`src/hw/rak_pkg.sv`:
```
// package: register map, field layout and reset values of the alias and key readback bank
package rak_pkg;

   // ======================================================================
   // bus geometry
   localparam int WB_ADR_W  = 10;
   localparam int WB_DAT_W  = 32;
   localparam int REG_W     = 8;
   localparam int ADDR7_W   = 7;
   localparam int NUM_SLOTS = 4;
   localparam int SLOT_W    = 2;
   localparam int KEY_BYTES = 4;

   // ======================================================================
   // register indices; byte address on the bus is four times the index
   localparam logic [7:0] IDX_PHYS_4  = 8'h73;
   localparam logic [7:0] IDX_PHYS_5  = 8'h74;
   localparam logic [7:0] IDX_PHYS_6  = 8'h75;
   localparam logic [7:0] IDX_PHYS_7  = 8'h76;
   localparam logic [7:0] IDX_ALIAS_4 = 8'h7A;
   localparam logic [7:0] IDX_ALIAS_5 = 8'h7B;
   localparam logic [7:0] IDX_ALIAS_6 = 8'h7C;
   localparam logic [7:0] IDX_ALIAS_7 = 8'h7D;
   localparam logic [7:0] IDX_KEY_0   = 8'h80;
   localparam logic [7:0] IDX_KEY_1   = 8'h81;
   localparam logic [7:0] IDX_KEY_2   = 8'h82;
   localparam logic [7:0] IDX_KEY_3   = 8'h83;

   // ======================================================================
   // field layout and reset values
   localparam int          ADDR_FIELD_LSB = 1;
   localparam int          ADDR_FIELD_MSB = 7;
   localparam int          RSVD_BIT       = 0;
   localparam logic [6:0]  ALIAS_OFF      = 7'h00;
   localparam logic [6:0]  ALIAS_RST      = 7'h00;
   localparam logic [6:0]  PHYS_RST       = 7'h00;
   localparam logic [7:0]  KEY_RST        = 8'h00;
   localparam logic [31:0] RD_UNMAPPED    = 32'h0000_0000;

endpackage

```
`src/hw/rak_bank.sv`:
```
// module: remote target alias bank, physical target map and receiver key readback over wishbone
// Functional notes
// [RULE1] alias slots 4-7 hold a 7-bit alias in bits 7-1, compared to target addresses
// [RULE2] a matching slot's transaction is forwarded with its paired physical address
// [RULE3] an alias of zero disables its slot; it never matches
// [RULE4] alias slots reset to zero, so every remote alias starts disabled
// [RULE5] key vector bytes 0-3 read-only at 80h-83h in byte order, reset zero
// [RULE6] bit 0 of each alias slot reads zero and ignores writes
// [RULE7] paired target-ID registers hold the 7-bit physical address in bits 7-1
// [RULE8] an address matching no enabled slot is not forwarded through any alias path
`timescale 1ns/1ps
module rak_bank
(
   input  wire logic                          clk,
   input  wire logic                          rst_b,
   // wishbone classic slave
   input  wire logic                          wb_cyc_i,
   input  wire logic                          wb_stb_i,
   input  wire logic                          wb_we_i,
   input  wire logic [rak_pkg::WB_ADR_W-1:0]  wb_adr_i,
   input  wire logic [3:0]                    wb_sel_i,
   input  wire logic [rak_pkg::WB_DAT_W-1:0]  wb_dat_i,
   output logic      [rak_pkg::WB_DAT_W-1:0]  wb_dat_o,
   output logic                               wb_ack_o,
   // key vector from the cipher engine
   input  wire logic                          key_load,
   input  wire logic [31:0]                   key_selection_vector,
   // target address seen by the local i2c controller
   input  wire logic                          i2c_addr_valid,
   input  wire logic [6:0]                    i2c_target_addr,
   // remapped request toward the control channel
   output logic                               fwd_valid,
   output logic [6:0]                         fwd_addr,
   output logic [1:0]                         fwd_slot,
   output logic                               nomatch
);
   import rak_pkg::*;

   // ======================================================================
   // storage
   logic [6:0] remote_alias_addr_4_ff;
   logic [6:0] remote_alias_addr_5_ff;
   logic [6:0] remote_alias_addr_6_ff;
   logic [6:0] remote_alias_addr_7_ff;
   logic [6:0] remote_physical_addr_4_ff;
   logic [6:0] remote_physical_addr_5_ff;
   logic [6:0] remote_physical_addr_6_ff;
   logic [6:0] remote_physical_addr_7_ff;
   logic [7:0] rx_key_vector_byte0_ff;
   logic [7:0] rx_key_vector_byte1_ff;
   logic [7:0] rx_key_vector_byte2_ff;
   logic [7:0] rx_key_vector_byte3_ff;
   logic       ack_ff;
   logic [31:0] rdat_ff;
   logic       fwd_valid_ff;
   logic [6:0] fwd_addr_ff;
   logic [1:0] fwd_slot_ff;
   logic       nomatch_ff;

   // ======================================================================
   // bus decode
   wire        bus_req   = wb_cyc_i && wb_stb_i && !ack_ff;
   wire        low_zero  = (wb_adr_i[1:0] == 2'b00);
   wire [7:0]  reg_idx   = wb_adr_i[9:2];
   wire        wr_lane0  = bus_req && wb_we_i && wb_sel_i[0] && low_zero;
   wire        sel_a4    = low_zero && (reg_idx == IDX_ALIAS_4);
   wire        sel_a5    = low_zero && (reg_idx == IDX_ALIAS_5);
   wire        sel_a6    = low_zero && (reg_idx == IDX_ALIAS_6);
   wire        sel_a7    = low_zero && (reg_idx == IDX_ALIAS_7);
   wire        sel_p4    = low_zero && (reg_idx == IDX_PHYS_4);
   wire        sel_p5    = low_zero && (reg_idx == IDX_PHYS_5);
   wire        sel_p6    = low_zero && (reg_idx == IDX_PHYS_6);
   wire        sel_p7    = low_zero && (reg_idx == IDX_PHYS_7);
   wire        sel_k0    = low_zero && (reg_idx == IDX_KEY_0);
   wire        sel_k1    = low_zero && (reg_idx == IDX_KEY_1);
   wire        sel_k2    = low_zero && (reg_idx == IDX_KEY_2);
   wire        sel_k3    = low_zero && (reg_idx == IDX_KEY_3);
   wire [6:0]  wr_field  = wb_dat_i[ADDR_FIELD_MSB:ADDR_FIELD_LSB];

   // ======================================================================
   // read multiplexer; bit 0 of address registers and upper bits read zero
   wire [7:0] rd_byte =
      sel_a4 ? {remote_alias_addr_4_ff, 1'b0} :             // [RULE6]
      sel_a5 ? {remote_alias_addr_5_ff, 1'b0} :
      sel_a6 ? {remote_alias_addr_6_ff, 1'b0} :
      sel_a7 ? {remote_alias_addr_7_ff, 1'b0} :
      sel_p4 ? {remote_physical_addr_4_ff, 1'b0} :
      sel_p5 ? {remote_physical_addr_5_ff, 1'b0} :
      sel_p6 ? {remote_physical_addr_6_ff, 1'b0} :
      sel_p7 ? {remote_physical_addr_7_ff, 1'b0} :
      sel_k0 ? rx_key_vector_byte0_ff :                      // [RULE5]
      sel_k1 ? rx_key_vector_byte1_ff :
      sel_k2 ? rx_key_vector_byte2_ff :
      sel_k3 ? rx_key_vector_byte3_ff :
      RD_UNMAPPED[7:0];
   wire [31:0] nxt_rdat = {24'h00_0000, rd_byte};

   // ======================================================================
   // bus answer: one registered ack per request, every address answered
   always_ff @(posedge clk)
   begin
      if (!rst_b)
      begin
         ack_ff  <= 1'b0;
         rdat_ff <= RD_UNMAPPED;
      end
      else
      begin
         ack_ff  <= bus_req;
         rdat_ff <= bus_req ? nxt_rdat : RD_UNMAPPED;
      end
   end

   // ======================================================================
   // alias slots; only bits 7-1 are stored so bit 0 cannot be written
   always_ff @(posedge clk)
   begin
      if (!rst_b)
      begin
         remote_alias_addr_4_ff <= ALIAS_RST; // [RULE4]
         remote_alias_addr_5_ff <= ALIAS_RST;
         remote_alias_addr_6_ff <= ALIAS_RST;
         remote_alias_addr_7_ff <= ALIAS_RST;
      end
      else
      begin
         if (wr_lane0 && sel_a4) remote_alias_addr_4_ff <= wr_field; // [RULE1]
         if (wr_lane0 && sel_a5) remote_alias_addr_5_ff <= wr_field;
         if (wr_lane0 && sel_a6) remote_alias_addr_6_ff <= wr_field;
         if (wr_lane0 && sel_a7) remote_alias_addr_7_ff <= wr_field;
      end
   end

   // ======================================================================
   // physical target addresses paired with the slots
   always_ff @(posedge clk)
   begin
      if (!rst_b)
      begin
         remote_physical_addr_4_ff <= PHYS_RST;
         remote_physical_addr_5_ff <= PHYS_RST;
         remote_physical_addr_6_ff <= PHYS_RST;
         remote_physical_addr_7_ff <= PHYS_RST;
      end
      else
      begin
         if (wr_lane0 && sel_p4) remote_physical_addr_4_ff <= wr_field; // [RULE7]
         if (wr_lane0 && sel_p5) remote_physical_addr_5_ff <= wr_field;
         if (wr_lane0 && sel_p6) remote_physical_addr_6_ff <= wr_field;
         if (wr_lane0 && sel_p7) remote_physical_addr_7_ff <= wr_field;
      end
   end

   // ======================================================================
   // key bytes: loaded by the cipher engine only, bus writes are dropped
   always_ff @(posedge clk)
   begin
      if (!rst_b)
      begin
         rx_key_vector_byte0_ff <= KEY_RST; // [RULE5]
         rx_key_vector_byte1_ff <= KEY_RST;
         rx_key_vector_byte2_ff <= KEY_RST;
         rx_key_vector_byte3_ff <= KEY_RST;
      end
      else if (key_load)
      begin
         rx_key_vector_byte0_ff <= key_selection_vector[7:0];
         rx_key_vector_byte1_ff <= key_selection_vector[15:8];
         rx_key_vector_byte2_ff <= key_selection_vector[23:16];
         rx_key_vector_byte3_ff <= key_selection_vector[31:24];
      end
   end

   // ======================================================================
   // alias decode and remap
   logic       m_hit;
   logic [1:0] m_slot;
   logic [6:0] m_addr;

   rak_alias_match
   #(
      .NUM_SLOTS (NUM_SLOTS)
   )
   u_match
   (
      .alias_vec   ({remote_alias_addr_7_ff, remote_alias_addr_6_ff,
                     remote_alias_addr_5_ff, remote_alias_addr_4_ff}),
      .phys_vec    ({remote_physical_addr_7_ff, remote_physical_addr_6_ff,
                     remote_physical_addr_5_ff, remote_physical_addr_4_ff}),
      .probe_addr  (i2c_target_addr),
      .hit         (m_hit),
      .slot        (m_slot),
      .mapped_addr (m_addr)
   );

   // a miss raises only nomatch, so the control channel sees nothing
   wire       nxt_fwd_valid = i2c_addr_valid && m_hit;  // [RULE8]
   wire       nxt_nomatch   = i2c_addr_valid && !m_hit; // [RULE8]
   wire [6:0] nxt_fwd_addr  = nxt_fwd_valid ? m_addr : fwd_addr_ff;
   wire [1:0] nxt_fwd_slot  = nxt_fwd_valid ? m_slot : fwd_slot_ff;

   always_ff @(posedge clk)
   begin
      if (!rst_b)
      begin
         fwd_valid_ff <= 1'b0;
         nomatch_ff   <= 1'b0;
         fwd_addr_ff  <= PHYS_RST;
         fwd_slot_ff  <= 2'h0;
      end
      else
      begin
         fwd_valid_ff <= nxt_fwd_valid;
         nomatch_ff   <= nxt_nomatch;
         fwd_addr_ff  <= nxt_fwd_addr; // [RULE2]
         fwd_slot_ff  <= nxt_fwd_slot;
      end
   end

   assign wb_ack_o  = ack_ff;
   assign wb_dat_o  = rdat_ff;
   assign fwd_valid = fwd_valid_ff;
   assign fwd_addr  = fwd_addr_ff;
   assign fwd_slot  = fwd_slot_ff;
   assign nomatch   = nomatch_ff;

   // ======================================================================
   // checks
   logic [6:0] chk_alias_sel;
   logic [6:0] chk_phys_sel;
   always_comb
   begin
      unique case (fwd_slot_ff)
         2'h0:
         begin
            chk_alias_sel = remote_alias_addr_4_ff;
            chk_phys_sel  = remote_physical_addr_4_ff;
         end
         2'h1:
         begin
            chk_alias_sel = remote_alias_addr_5_ff;
            chk_phys_sel  = remote_physical_addr_5_ff;
         end
         2'h2:
         begin
            chk_alias_sel = remote_alias_addr_6_ff;
            chk_phys_sel  = remote_physical_addr_6_ff;
         end
         2'h3:
         begin
            chk_alias_sel = remote_alias_addr_7_ff;
            chk_phys_sel  = remote_physical_addr_7_ff;
         end
      endcase
   end

   chk_ack_one_cycle: assert property (@(posedge clk) disable iff (!rst_b)
      (wb_cyc_i && wb_stb_i && !ack_ff) |=> ack_ff ##1 !ack_ff)
      else $error("bus ack not a single cycle after request");

   chk_alias_reset_zero: assert property (@(posedge clk) // [RULE4]
      $rose(rst_b) |-> (remote_alias_addr_4_ff == 7'h00) && (remote_alias_addr_5_ff == 7'h00) &&
                       (remote_alias_addr_6_ff == 7'h00) && (remote_alias_addr_7_ff == 7'h00))
      else $error("alias slots not zero after reset");

   chk_alias_bit0_zero: assert property (@(posedge clk) disable iff (!rst_b) // [RULE6]
      (bus_req && !wb_we_i && (sel_a4 || sel_a5 || sel_a6 || sel_a7)) |=> (rdat_ff[0] == 1'b0))
      else $error("alias slot bit 0 read nonzero");

   chk_alias_write_takes: assert property (@(posedge clk) disable iff (!rst_b) // [RULE1]
      (wr_lane0 && sel_a5) |=> (remote_alias_addr_5_ff == $past(wb_dat_i[7:1])))
      else $error("alias slot write not stored from bits 7-1");

   chk_key_read_order: assert property (@(posedge clk) disable iff (!rst_b) // [RULE5]
      (bus_req && !wb_we_i && sel_k2 && !key_load) |=> (rdat_ff == {24'h00_0000, rx_key_vector_byte2_ff}))
      else $error("key byte 2 read wrong data");

   chk_key_readonly: assert property (@(posedge clk) disable iff (!rst_b) // [RULE5]
      (wr_lane0 && sel_k0 && !key_load) |=> $stable(rx_key_vector_byte0_ff))
      else $error("key byte changed by a bus write");

   chk_remap_physical: assert property (@(posedge clk) disable iff (!rst_b) // [RULE2] [RULE7]
      (i2c_addr_valid && m_hit) ##1 $stable(chk_phys_sel) |-> fwd_valid_ff && (fwd_addr_ff == chk_phys_sel))
      else $error("forwarded address is not the paired physical address");

   chk_remap_alias_match: assert property (@(posedge clk) disable iff (!rst_b) // [RULE1]
      fwd_valid_ff && $stable(chk_alias_sel) |-> ($past(i2c_target_addr) == chk_alias_sel))
      else $error("forwarded through a slot whose alias does not match");

   chk_zero_alias_off: assert property (@(posedge clk) disable iff (!rst_b) // [RULE3]
      fwd_valid_ff |-> (chk_alias_sel != 7'h00) || !$stable(chk_alias_sel))
      else $error("forwarded through a disabled slot");

   chk_miss_no_forward: assert property (@(posedge clk) disable iff (!rst_b) // [RULE8]
      (i2c_addr_valid && !m_hit) |=> !fwd_valid_ff && nomatch_ff)
      else $error("unmatched address forwarded");

endmodule

```
`src/hw/rak_alias_match.sv`:
```
// module: per-slot alias compare and priority remap to the physical target address
`timescale 1ns/1ps
module rak_alias_match
#(
   parameter int NUM_SLOTS = 4
)
(
   input  wire logic [NUM_SLOTS*7-1:0] alias_vec,
   input  wire logic [NUM_SLOTS*7-1:0] phys_vec,
   input  wire logic [6:0]             probe_addr,
   output logic                        hit,
   output logic [1:0]                  slot,
   output logic [6:0]                  mapped_addr
);
   import rak_pkg::*;

   logic [NUM_SLOTS-1:0] slot_hit;

   // ======================================================================
   // compare per slot; an all-zero alias never matches
   genvar g;
   generate
      for (g = 0; g < NUM_SLOTS; g++)
      begin : g_slot
         assign slot_hit[g] = (alias_vec[g*7 +: 7] != ALIAS_OFF) &&
                              (alias_vec[g*7 +: 7] == probe_addr); // [RULE1] [RULE3]
      end
   endgenerate

   // ======================================================================
   // lowest slot wins when software programs the same alias twice
   always_comb
   begin
      hit         = 1'b0;
      slot        = 2'h0;
      mapped_addr = 7'h00;
      for (int i = NUM_SLOTS - 1; i >= 0; i--)
      begin
         if (slot_hit[i])
         begin
            hit         = 1'b1;
            slot        = i[1:0];
            mapped_addr = phys_vec[i*7 +: 7]; // [RULE2]
         end
      end
   end

endmodule

```
`config.mk`:
```
export PLATFORM = sky130hd
export DESIGN_NAME = rak_bank
export DESIGN_NICKNAME = d
export VERILOG_FILES = /design/src/hw/rak_pkg.sv /design/src/hw/rak_bank.sv /design/src/hw/rak_alias_match.sv
export SDC_FILE = /design/constraint.sdc
export NUM_CORES = 1
export LEC_CHECK = 0
export BUFFER_PORTS_ARGS = -buffer_cell sky130_fd_sc_hd__buf_2
export CAP_MARGIN = 5
export CORE_ASPECT_RATIO = 2
export CORE_MARGIN = 3
export CORE_UTILIZATION = 55
export DETAILED_ROUTE_END_ITERATION = 10
export PLACE_DENSITY_LB_ADDON = 0.08
export SETUP_SLACK_MARGIN = 0.3
export SYNTH_ARGS = -nofsm -noshare
export SYNTH_HDL_FRONTEND = slang
export SYNTH_SLANG_ARGS = --single-unit
```
`constraint.sdc`:
```
create_clock -name clk -period 4.9 [get_ports clk]
set_input_delay 0.735 -clock clk [delete_from_list [all_inputs] [get_ports clk]]
set_output_delay 0.735 -clock clk [all_outputs]
set_load 0.01 [all_outputs]
```
### Yosys cells after proc, flatten, opt, wreduce, memory -nomap -nowiden

Index checks and enable logic that the tools add are counted.
Widths: inputs -> output; s select.

* register bits after elaboration: 132
* bits of input ports: 92
* word-level logic and storage cells: 102
* output and inout bits: 44

* bitwise gates (word level): 2
* mux-type cells: 24
* eq/ne operators: 16
* reduce and logical (&&, ||, !) cells: 40

Operator list (number)
* $mux 8: 12
* $eq 8x7->1 const B: 8
* $eq 8x8->1 const B: 4
* $logic_and 1x1->1: 31
* $eq 7x7->1: 4
* $mux 7: 4
* $reduce_bool 7->1: 4
* $reduce_or 10->1: 1
* $mux 2: 4
* $mux 1: 4
* $logic_not 1->1: 2
* $logic_not 2->1: 1
* $not 1->1: 2
* $reduce_and 2->1: 1

### Depth between registers and ports, before layout

Gate-level depths: netlist (run 1).

* word-level depth: 14
* mapped depth: 8
* mapped depth without buffers: 6

### Hierarchy

A second synthesis (run 1) with hierarchy kept.

* cell total of the unflattened synthesis: 697
* area, all modules: 6165.9 um^2

Modules (own cells, without submodules)
* rak_bank: instances 1, area an instance 5418.9 um^2, seq. area each 2162.1 um^2, cells an instance 600
* rak_alias_match: instances 1, area an instance 747.0 um^2, seq. area each 0.0 um^2, cells an instance 97

### Worst setup path before layout (run 1)

Ideal clock, no wire load.

* path kind: input port to flip-flop
* start: input wb_adr_i[3] (netlist bit)
* end: register remote_physical_addr_4_ff[0]
* path slack: 2.589 ns
* stages on the path: 8
* data required time: 4.772 ns
* setup time: 0.128 ns
* data arrival time: 2.183 ns
* path buffers: 2
* path through: buf_2 -> and3b_1 -> buf_2 -> nand2_1 -> or3_1 -> nor2_4 -> mux2i_1 -> nor2_1

* cells in the longest elaborated chain, start to end: 3

Ends and longest elaborated chain
* start, declared: line rak_bank.sv:20 `input wire logic [rak_pkg::WB_ADR_W-1:0] wb_adr_i,`
* $eq 8x7->1: line rak_bank.sv:70 `wire sel_p4 = low_zero && (reg_idx == IDX_PHYS_4);`
* $logic_and 1x1->1: line rak_bank.sv:70
* $logic_and 1x1->1: line rak_bank.sv:147 `if (wr_lane0 && sel_p4) remote_physical_addr_4_ff <= wr_field;`
* end signal, assigned: line rak_bank.sv:147
* end, declared: line rak_bank.sv:45 `logic [6:0] remote_physical_addr_4_ff;`

No other way between the ends.
A chain may end at the register's enable or synchronous reset.

### Worst setup path in the final report (run 1)

* start: input wb_adr_i[1] (netlist bit)
* end: register remote_physical_addr_6_ff[4]

* cells in the longest elaborated chain, start to end: 3
* elaborated cells between the ends (all ways): 4
* those cells by class: 4 x reduce/logical

Ends and longest elaborated chain
* $logic_not 2->1 *: line rak_bank.sv:63 `wire low_zero = (wb_adr_i[1:0] == 2'b00);`
* $logic_and 1x1->1, on equally long branches: line rak_bank.sv:65, rak_bank.sv:72
* $logic_and 1x1->1 *: line rak_bank.sv:149 `if (wr_lane0 && sel_p6) remote_physical_addr_6_ff <= wr_field;`
* end signal, assigned: line rak_bank.sv:149
* end, declared: line rak_bank.sv:47 `logic [6:0] remote_physical_addr_6_ff;`

Mark *: on every way between the ends. The rest lies on a longest branch, timed or not.

==> results of run 1 <==
[critical path: stages]
cell	delay, ns
buf_2	0.11
nor2_1	0.76
nand4b_2	0.36
nor4b_2	1.06
mux2i_1	0.30
nor2_1	0.06
[final timing paths]
check	startpoint	to
worst min-delay path	fwd_addr[3]	fwd_addr[3]
worst max-delay path	wb_adr_i[1]	remote_physical_addr_6_ff[4]
worst min register to register	fwd_addr[3]	fwd_addr[3]
worst max register to register	remote_alias_addr_4_ff[3]	fwd_addr[6]
[cells by family after synthesis]
family	count (synthesis)
other	1
buffers and inverters	84
and+or+nand+nor	225
xor gates and xnor gates	26
AOI/OAI and AO/OA	130
muxes	76
DFF	108
[power by group]
group          switching, mW  internal [mW]  total (mW)
logic                  0.105         0.0588       0.164
clock network          0.344          0.406       0.750
registers            0.00850          0.893       0.902
total                  0.458           1.36        1.82
[through the flow]
step / std cells / total power [mW] / area, um^2
2_1_floorplan: 673 / 1.039 / 5719
3_3_place_gp: 822 / 1.080 / 5942
3_5_place_dp: 822 / 1.083 / 5942
4_1_cts: 838 / 1.823 / 6250
5_1_grt: 838 / 1.880 / 6250
6_report: 838 / 1.816 / 6250
[layout make-up]
cell class / instances / area [um^2]
Clock buffer: 9 / 225.2
Multi-Input combinational cell: 481 / 3124
Clock inverter: 7 / 82.58
Timing Repair Buffer: 85 / 430.4
Inverter: 16 / 60.06
Tap cell: 132 / 165.2
Fill cell: 888 / 3641
Sequential cell: 108 / 2162
[synth_stat cells, types with 3 or more instances]
cell	instances	share of area, %
xor2_1	22	3.4
nor2_4	3	0.60
mux2i_1	70	12
nand4_1	6	0.67
a31o_2	4	0.62
nor2_1	103	6.9
a221oi_1	4	0.62
nand2b_1	3	0.33
o211ai_1	3	0.40
a211oi_1	7	0.93
mux4_2	4	1.6
nor4_1	7	0.78
a221o_1	5	0.89
or3_1	6	0.67
a21oi_1	39	3.5
clkbuf_1	26	1.7
a31oi_1	7	0.78
buf_4	28	3.7
nand2_1	60	4.0
o22ai_1	11	1.2
xnor2_1	4	0.62
buf_1	4	0.27
nand3b_1	3	0.40
o21ai_0	14	1.2
dfxtp_1	108	38
nor2b_1	3	0.33
nor3_1	9	0.80
o2111ai_1	3	0.47
inv_1	15	1.0
buf_2	9	0.80
o22a_1	5	0.78
a222oi_1	4	0.71
[layer usage]
layer	global-route usage (%)	up-vias	part of all wire [%]
met5	0	-	0
met4	22.01	0	8.1
met3	4.353	83	4.7
met2	52.77	215	52
met1	30.03	2341	35
li1	-	2364	-
[layout by cell type (no fill, tap or decap), drive strengths merged, types with 3 or more instances in the layout]
cell     Yosys  final
conb         1     24
nor3        11     11
a21oi       39     39
xor2        22     22
nor2       107    107
o22a         5      5
nor2b        3      3
a211oi       7      7
nand4        6      6
inv         16     19
buf         42     85
nand3b       4      4
nand2b       3      3
a221o        5      5
a222oi       4      4
dfxtp      108    108
or3          6      6
mux2i       70     70
clkbuf      26      9
nor4         8      8
o21ai       15     15
a221oi       4      4
a31oi        7      7
o22ai       11     11
nand3        3      3
mux4         4      4
o211ai       3      3
xnor2        4      4
a31o         4      4
o2111ai      3      3
nand2       60     60
[flip-flops by register name (all words and copies together) (netlist names)]
name / cells
fwd_addr: 7
fwd_slot: 2
fwd_valid: 1
nomatch: 1
remote_alias_addr_4_ff: 7
remote_alias_addr_5_ff: 7
remote_alias_addr_6_ff: 7
remote_alias_addr_7_ff: 7
remote_physical_addr_4_ff: 7
remote_physical_addr_5_ff: 7
remote_physical_addr_6_ff: 7
remote_physical_addr_7_ff: 7
rx_key_vector_byte0_ff: 8
rx_key_vector_byte1_ff: 8
rx_key_vector_byte2_ff: 8
rx_key_vector_byte3_ff: 8
wb_ack_o: 1
wb_dat_o: 8
==> metrics.md, run 1 <==
| Metric | Value |
|---|---|
| Status | `complete, no violations` |
| DRT antenna net count | `0` |
| Routed wire length | `16730 um` |
| Setup bufs post-CTS | `0` |
| Final Cycle Share | `roughly 65%` |
| Hold Crit Class | `reg -> reg` |
| DRT iter0 DRCs | `374` |
| Starting Density | `a little under three fifths` |
| Htree depth | `3` |
| Slew Viols, Final | `0` |
| Port Buffers | `between 80 and 90` |
| Largest net degree at the start of global routing | `91` |
| Post-place setup slack | `around 1.5 ns` |
| Core Box Area | `roughly 9900 um^2` |
| Crit path max fanout | `13` |
| Ys flop type | `dfxtp_1` |
| Chip height | `about 150 um` |
| Gpl congestion | `between 1 and 1.5` |
| Total track usage | `between 20% and 30%` |
| Setup crit start kind | `input port` |
| Kind of critical path | `in -> reg` |
| CTS tree | `yes` |
| DRC violations left | `0` |
| Final setup vio count | `0` |
| Worst vdd ir | `0.3330 mV` |
| # Max-Cap Violations | `0` |
| Hold Path Cell Cnt | `1` |
| Vias in the first global route | `4946` |
| Async set-or-reset flop fraction in the synthesized netlist | `0%` |
| Via count | `around 5000` |
| Post-Synth Simple-Gate Area | `around a fifth` |
| Final Skew | `0.009541 ns` |
| Worst skew pair latency | `between 0.3 and 0.4 ns` |
| Fmax | `around 0.31 GHz` |
| Synthesized cell area | `5633 um^2` |
| Root buf cell | `clkbuf_16` |
| Initial antenna violation count | `0` |
| CTS-repair resized insts | `0` |
| RSZ-0062 raised after global routing | `false` |
| Synth Area in Compound Gates | `between 15 and 20%` |
| P&R area growth vs syn | `10.95%` |
| CTS clk-pin slew, worst paths | `~0.080 ns` |
| Post-synthesis adder-cell area fraction | `0%` |
| YS warnings | `0` |
| Cell count after synthesis | `650` |
| Largest family of logic cells by synthesized area | `simple AND/OR/NAND/NOR gates` |
| Die W | `a little under 80 um` |
| Leak | `2.517 nW` |
| First-pass GRT wire length | `around 26000 um` |
| Part of the Yosys area used for sequential elements | `between 30% and 40%` |
| R2R setup slack | `roughly 2.4 ns` |
| Remaining Overflow, GRT | `0` |
| TNS Setup | `0 ns` |
| Die area | `11570 um^2` |
| # hold bufs at CTS | `0` |
| Cell row count | `51` |
| Crit end category | `flop` |
| Minimum clock period | `around 3.2 ns` |
| FF-to-FF path depth | `6` |
| Final hold slack | `0.4719 ns` |
| Crit path DAT | `approximately 3.4 ns` |
| Total CTS buffers | `9` |
| # IOs | `~140` |
| Post-synthesis mux area share | `14.44%` |
| DR WL/cell | `approximately 20 um` |
| Clock Tree Buf Depth | `2` |
| Final Worst Setup Slack | `~1.7 ns` |
| Layout Utilization | `around 63%` |
| Dpl hpwl | `around 12000 um` |
| Nets | `between 700 and 800` |
| Number of synthesized flops with an enable pin | `0` |
| Seq cells post-synth | `108` |
| Tightest Pin Transition | `roughly 1.2 ns` |
| Clk sinks | `roughly 110` |
| Ant. Diodes | `0` |
| Share of layout cells above drive strength 1 | `18.13%` |
| Slew margin rel. | `22.59%` |
| Final Hold Fails | `0` |
| Post-synthesis cell type count | `between 70 and 80` |
| TritonRoute pass-1 iters | `5` |
| Syn_area_per_cell | `between 8 and 9 um^2` |
| Xor/xnor share of the synthesized area | `slightly above 4%` |
| Power per cell area | `approximately 290 nW/um^2` |
| Via-to-Cell Ratio | `5.970` |
| WP data required | `about 5.1 ns` |
Note: power is estimated with default switching activity, not from simulation.
==> run 2, diff against run 1 <==
CORE_UTILIZATION = 54   (was 55)
clock period = 3.2 ns   (was 4.9 ns; I/O delays follow)
==> metrics.md, run 2 (same netlist as run 1, synthesis figures left out) <==
| Metric | Value |
|---|---|
| CTS-repair resized insts | `0` |
| Initial antenna violation count | `0` |
| Root buf cell | `clkbuf_16` |
| Leak | `2.549 nW` |
| # IOs | `about 140` |
| Total track usage | `about 29%` |
| Largest net degree at the start of global routing | `70` |
| Die area | `11770 um^2` |
| # hold bufs at CTS | `0` |
| DR WL/cell | `around 20 um` |
| Clk sinks | `roughly 110` |
| Via count | `roughly 5000` |
| Fmax | `0.4342 GHz` |
| TritonRoute pass-1 iters | `5` |
| Slew Viols, Final | `0` |
| Share of layout cells above drive strength 1 | `approximately a fifth` |
| Crit path max fanout | `9` |
| Remaining Overflow, GRT | `0` |
| Slew margin rel. | `between 30% and 40%` |
| Final setup vio count | `0` |
| DRC violations left | `0` |
| DRT antenna net count | `0` |
| First-pass GRT wire length | `roughly 26000 um` |
| Commonest non-fill, non-tap cell in the layout | `dfxtp_1` |
| P&R area growth vs syn | `11.95%` |
| Gpl congestion | `between 0.9 and 1` |
| Setup crit start kind | `flop` |
| DRT iter0 DRCs | `about 450` |
| Worst Hold Launch | `i2c_addr_valid` |
| Kind of critical path | `reg -> reg` |
| R2R Path Start | `remote_alias_addr_6_ff[3]` |
| Via-to-Cell Ratio | `between 5 and 6` |
| Multi-input gate area | `3124 um^2` |
| Worst vdd ir | `just over 0.4 mV` |
| Starting Density | `55.50%` |
| Clock Tree Buf Depth | `2` |
| Crit end category | `flop` |
| Setup bufs post-CTS | `0` |
| Reg2reg end | `fwd_addr[0]` |
| CTS clk-pin slew, worst paths | `about 0.080 ns` |
| Final hold slack | `0.3061 ns` |
| Core Box Area | `roughly 10000 um^2` |
| CTS tree | `yes` |
| Dpl hpwl | `roughly 13000 um` |
| Cell row count | `52` |
| Port Buffers | `83` |
| Worst skew pair latency | `approximately 0.35 ns` |
| Fill cell count | `around 970` |
| WP data required | `~3.5 ns` |
| Hold Crit Class | `in -> reg` |
| Chip height | `150.4 um` |
| # Max-Cap Violations | `0` |
| Sequential cell area | `between 2000 and 2500 um^2` |
| R2R setup slack | `around 0.90 ns` |
| Final Skew | `roughly 0.014 ns` |
| Minimum clock period | `2.303 ns` |
| Routed wire length | `approximately 17000 um` |
| Status | `complete, no violations` |
| Final Cycle Share | `71.98%` |
| Total CTS buffers | `9` |
| Crit path DAT | `roughly 2.6 ns` |
| Nets | `800` |
| TNS Setup | `0 ns` |
| RSZ-0062 raised after global routing | `false` |
| Ant. Diodes | `0` |
| Die W | `78.22 um` |
| Htree depth | `3` |
| Commonest non-fill, non-tap cells in the layout | `108 x dfxtp_1, 103 x nor2_1, 83 x buf_2, 70 x mux2i_1, 60 x nand2_1` |
| Vias in the first global route | `roughly 4800` |
| Tightest Pin Transition | `between 0.9 and 1 ns` |
| Hold Path Cell Cnt | `2` |
| Hold Path End | `fwd_slot[0]` |
| Final Hold Fails | `0` |
| FF-to-FF path depth | `6` |
| Power per cell area | `about 440 nW/um^2` |
==> run 2: cell count changes in the layout (fill, tap and decap cells not counted) <==
cell / change
inv_6: -1
clkinv_4: +1
buf_4: +7
==> run 2: layer usage <==
metal	wire, um	up-vias	global-route usage [%]	part of all wire, %
li1	-	2376	-	-
met3	732	74	3.174	4.4
met5	0	-	0	0
met1	5921	2405	30.31	35
met2	8872	212	51.85	53
met4	1291	0	21.28	7.7
==> run 2: cell type report <==
class / instances / area share (%)
Multi-Input combinational cell: 481 / 49.54
Timing Repair Buffer: 92 / 7.659
Inverter: 16 / 0.9524
Clock inverter: 7 / 1.310
Tap cell: 135 / 2.679
Sequential cell: 108 / 34.29
Clock buffer: 9 / 3.571
==> run 2: worst max path at each step <==
stage | slack [ns] | cells after the start | from | end
detailed placement | 0.62 | 7 | i2c_target_addr[3] | fwd_addr[1]
floorplan | 1.14 | 8 | wb_adr_i[3] | remote_physical_addr_4_ff[0]
global route | 0.70 | 6 | remote_alias_addr_6_ff[3] | fwd_addr[5]
finish | 0.90 | 6 | remote_alias_addr_6_ff[3] | fwd_addr[0]
CTS | 0.90 | 6 | remote_alias_addr_6_ff[3] | fwd_addr[1]
global placement | 0.62 | 8 | wb_adr_i[3] | wb_dat_o[6]
==> run 2: where the power goes <==
part           leakage [nW]  total [mW]  internal, mW  switching [mW]
Clock                 0.149        1.15         0.620           0.528
Sequential            0.876        1.38          1.37          0.0131
Combinational          1.52       0.254        0.0932           0.160
==> run 2: critical path, stage by stage, from the launching register on <==
cell and delay (ns):
dfxtp_1 0.35, xor2_1 0.17, nor4_1 0.37, o2111a_1 0.54
nor2_2 0.17, a221o_1 0.36, a31o_2 0.24
==> run 2: through the flow <==
step           instances  setup slack [ns]  power (mW)  util (%)  cell area (um^2)
2_1_floorplan        673             1.144       1.591         -              5719
6_report             848            0.8968       2.782     62.13              6306
4_1_cts              848            0.8974       2.795     62.13              6306
3_5_place_dp         832            0.6156       1.664     59.10              5998
5_1_grt              848            0.6983       2.873     62.13              6306
3_3_place_gp         832            0.6210       1.656     59.10              5998
==> run 3, diff against run 2 <==
CORE_UTILIZATION = 49   (was 54)
clock period = 1.9 ns   (was 3.2 ns; I/O delays follow)
==> metrics.md, run 3 (same netlist as run 1, synthesis figures left out) <==
| Metric | Value |
|---|---|
| TritonRoute pass-1 iters | `5` |
| Critical path's top delay family | `compound AO/OA/AOI/OAI gates` |
| Design Area, Final | `7826 um^2` |
| CTS clk-pin slew, worst paths | `0.08 ns` |
| Tightest Pin Transition | `0.7279 ns` |
| Worst skew pair latency | `around 0.35 ns` |
| Status | `finished with violations` |
| Core Box Area | `11080 um^2` |
| Die W | `around 82 um` |
| CTS tree | `yes` |
| Peak per-stage delay on the critical path | `approximately 0.38 ns` |
| DR WL/cell | `around 20 um` |
| DRT antenna net count | `0` |
| First-pass GRT wire length | `around 28000 um` |
| Share of layout cells above drive strength 1 | `about 40%` |
| Crit path max fanout | `5` |
| # Max-Cap Violations | `0` |
| DRT iter0 DRCs | `351` |
| Internal power | `~3.5 mW` |
| Vias in the first global route | `approximately 5400` |
| Largest net degree at the start of global routing | `67` |
| Slew margin rel. | `slightly above 50%` |
| Die area | `roughly 13000 um^2` |
| Top cell by count, worst path | `buf_4` |
| Clock Tree Buf Depth | `2` |
| Switch share | `about 27%` |
| WP data required | `2.15 ns` |
| Clk sinks | `roughly 110` |
| # IOs | `136` |
| Area after DPL | `6809 um^2` |
| Final setup vio count | `7` |
| P&R area growth vs syn | `38.94%` |
| Final Hold Fails | `0` |
| Cell chain of the critical path | `xor2_1 > nor4_2 > o2111ai_2 > buf_4 > a41oi_2 > buf_4 > nor2_1 > a31o_2` |
| Total track usage | `between 20% and 30%` |
| CP bufs+invs | `2` |
| Port Buffers | `83` |
| Cell row count | `54` |
| RSZ-0062 raised after global routing | `true` |
| Kind of critical path | `reg -> reg` |
| Initial antenna violation count | `0` |
| Starting Density | `50.84%` |
| Htree depth | `3` |
| Setup crit start kind | `flop` |
| Ant. Diodes | `0` |
| Fmax | `approximately 0.49 GHz` |
| Commonest non-fill, non-tap cell in the layout | `nor2_1` |
| Leak | `~3.3 nW` |
| Routed wire length | `around 19000 um` |
| Gpl congestion | `approximately 0.95` |
| Final Worst Setup Slack | `-0.1565 ns` |
| CP max stage cell | `nor4_2` |
| Worst vdd ir | `roughly 0.66 mV` |
| Root buf cell | `clkbuf_16` |
| Slew Viols, Final | `0` |
| TNS Setup | `-0.8680 ns` |
| Via count | `~5600` |
| Nets | `between 900 and 1000` |
| Failing checks | `setup timing` |
| Hold Crit Class | `in -> reg` |
| Crit end category | `flop` |
| Commonest non-fill, non-tap cells in the layout | `99 x nor2_1, 97 x buf_4, 93 x dfxtp_1, 78 x buf_2, 70 x mux2i_1` |
| Minimum clock period | `approximately 2 ns` |
| Gate power share | `a little under an eighth` |
| Final Cycle Share | `108.2%` |
| Share of power burned in registers | `just under 50%` |
| Switching power | `1.295 mW` |
| Crit path DAT | `about 2.3 ns` |
| Total CTS buffers | `9` |
| Chip height | `about 160 um` |
| Final Skew | `roughly 0.011 ns` |
| DRC violations left | `0` |
| Dpl hpwl | `14120 um` |
| Clock power share | `approximately two fifths` |
| Via-to-Cell Ratio | `5.774` |
| Power per cell area | `roughly 600 nW/um^2` |
| Remaining Overflow, GRT | `0` |
run 3: cell count changes in the layout (fill, tap and decap cells not counted), moves of 9 or more:
cell     change
a21oi_1      -9
a21oi_2      +9
buf_12      +12
buf_4       +88
buf_6       +12
dfxtp_1     -15
dfxtp_2     +13
o21ai_0     -12
run 3: area by class of cell:
| type | instances | area (um^2) |
|---|---|---|
| Tap cell | 140 | 175.2 |
| Inverter | 16 | 60.06 |
| Timing Repair Buffer | 202 | 1531 |
| Sequential cell | 108 | 2186 |
| Fill cell | 873 | 3254 |
| Multi-Input combinational cell | 481 | 3572 |
| Clock inverter | 7 | 76.32 |
| Clock buffer | 9 | 225.2 |
run 3: worst register-to-register path, stage by stage, from the launching register on:
cell,delay (ns)
dfxtp_2,0.35
xor2_1,0.17
nor4_2,0.38
o2111ai_2,0.27
buf_4,0.23
a41oi_2,0.16
buf_4,0.16
nor2_1,0.05
a31o_2,0.20
run 3: path summary, 6_finish.rpt:
path | from | end | slack, ns | cells after the start
worst max-delay path | remote_alias_addr_6_ff[3] | fwd_addr[4] | -0.16 | 8
worst min-delay path | i2c_addr_valid | fwd_slot[0] | 0.12 | 2
worst max register to register | remote_alias_addr_6_ff[3] | fwd_addr[4] | -0.16 | 8
worst min register to register | rx_key_vector_byte0_ff[4] | rx_key_vector_byte0_ff[4] | 0.49 | 2
run 3: what timing repair did:
item / 4_1_cts / 5_1_grt
hold buffers: 0 / 0
setup buffers: 10 / 19
pin swaps: 19 / 43
setup endpoints to repair: 46 / 61
gates resized for setup: 36 / 73
run 3: stage by stage:
step | hold WS [ns] | cells | utilization, % | total power [mW] | setup WS [ns]
6_report | 0.1180 | 963 | 70.63 | 4.781 | -0.1565
5_1_grt | 0.1173 | 963 | 70.63 | 4.941 | -0.2431
4_1_cts | 0.1099 | 944 | 66.19 | 4.761 | -0.08436
3_5_place_dp | 0.4773 | 918 | 61.45 | 2.883 | -0.2786
3_3_place_gp | 0.4684 | 918 | 61.45 | 2.869 | -0.2003
2_1_floorplan | 0.3806 | 673 | - | 2.700 | 0.08153
run 3: metal layers:
metal / share of wire, % / track usage (%) / vias up
li1: - / - / 2600
met1: 34 / 29.16 / 2682
met2: 55 / 53.07 / 213
met3: 4.9 / 3.702 / 65
met4: 6.7 / 19.33 / 0
met5: 0 / 0 / -
run 3: power groups by stage:
stage          Clock (mW)  Combinational [mW]  Sequential (mW)
2_1_floorplan           0               0.328             2.37
3_3_place_gp            0               0.493             2.38
3_5_place_dp            0               0.504             2.38
4_1_cts              1.92               0.518             2.32
5_1_grt              2.00               0.612             2.33
6_report             1.89               0.568             2.32
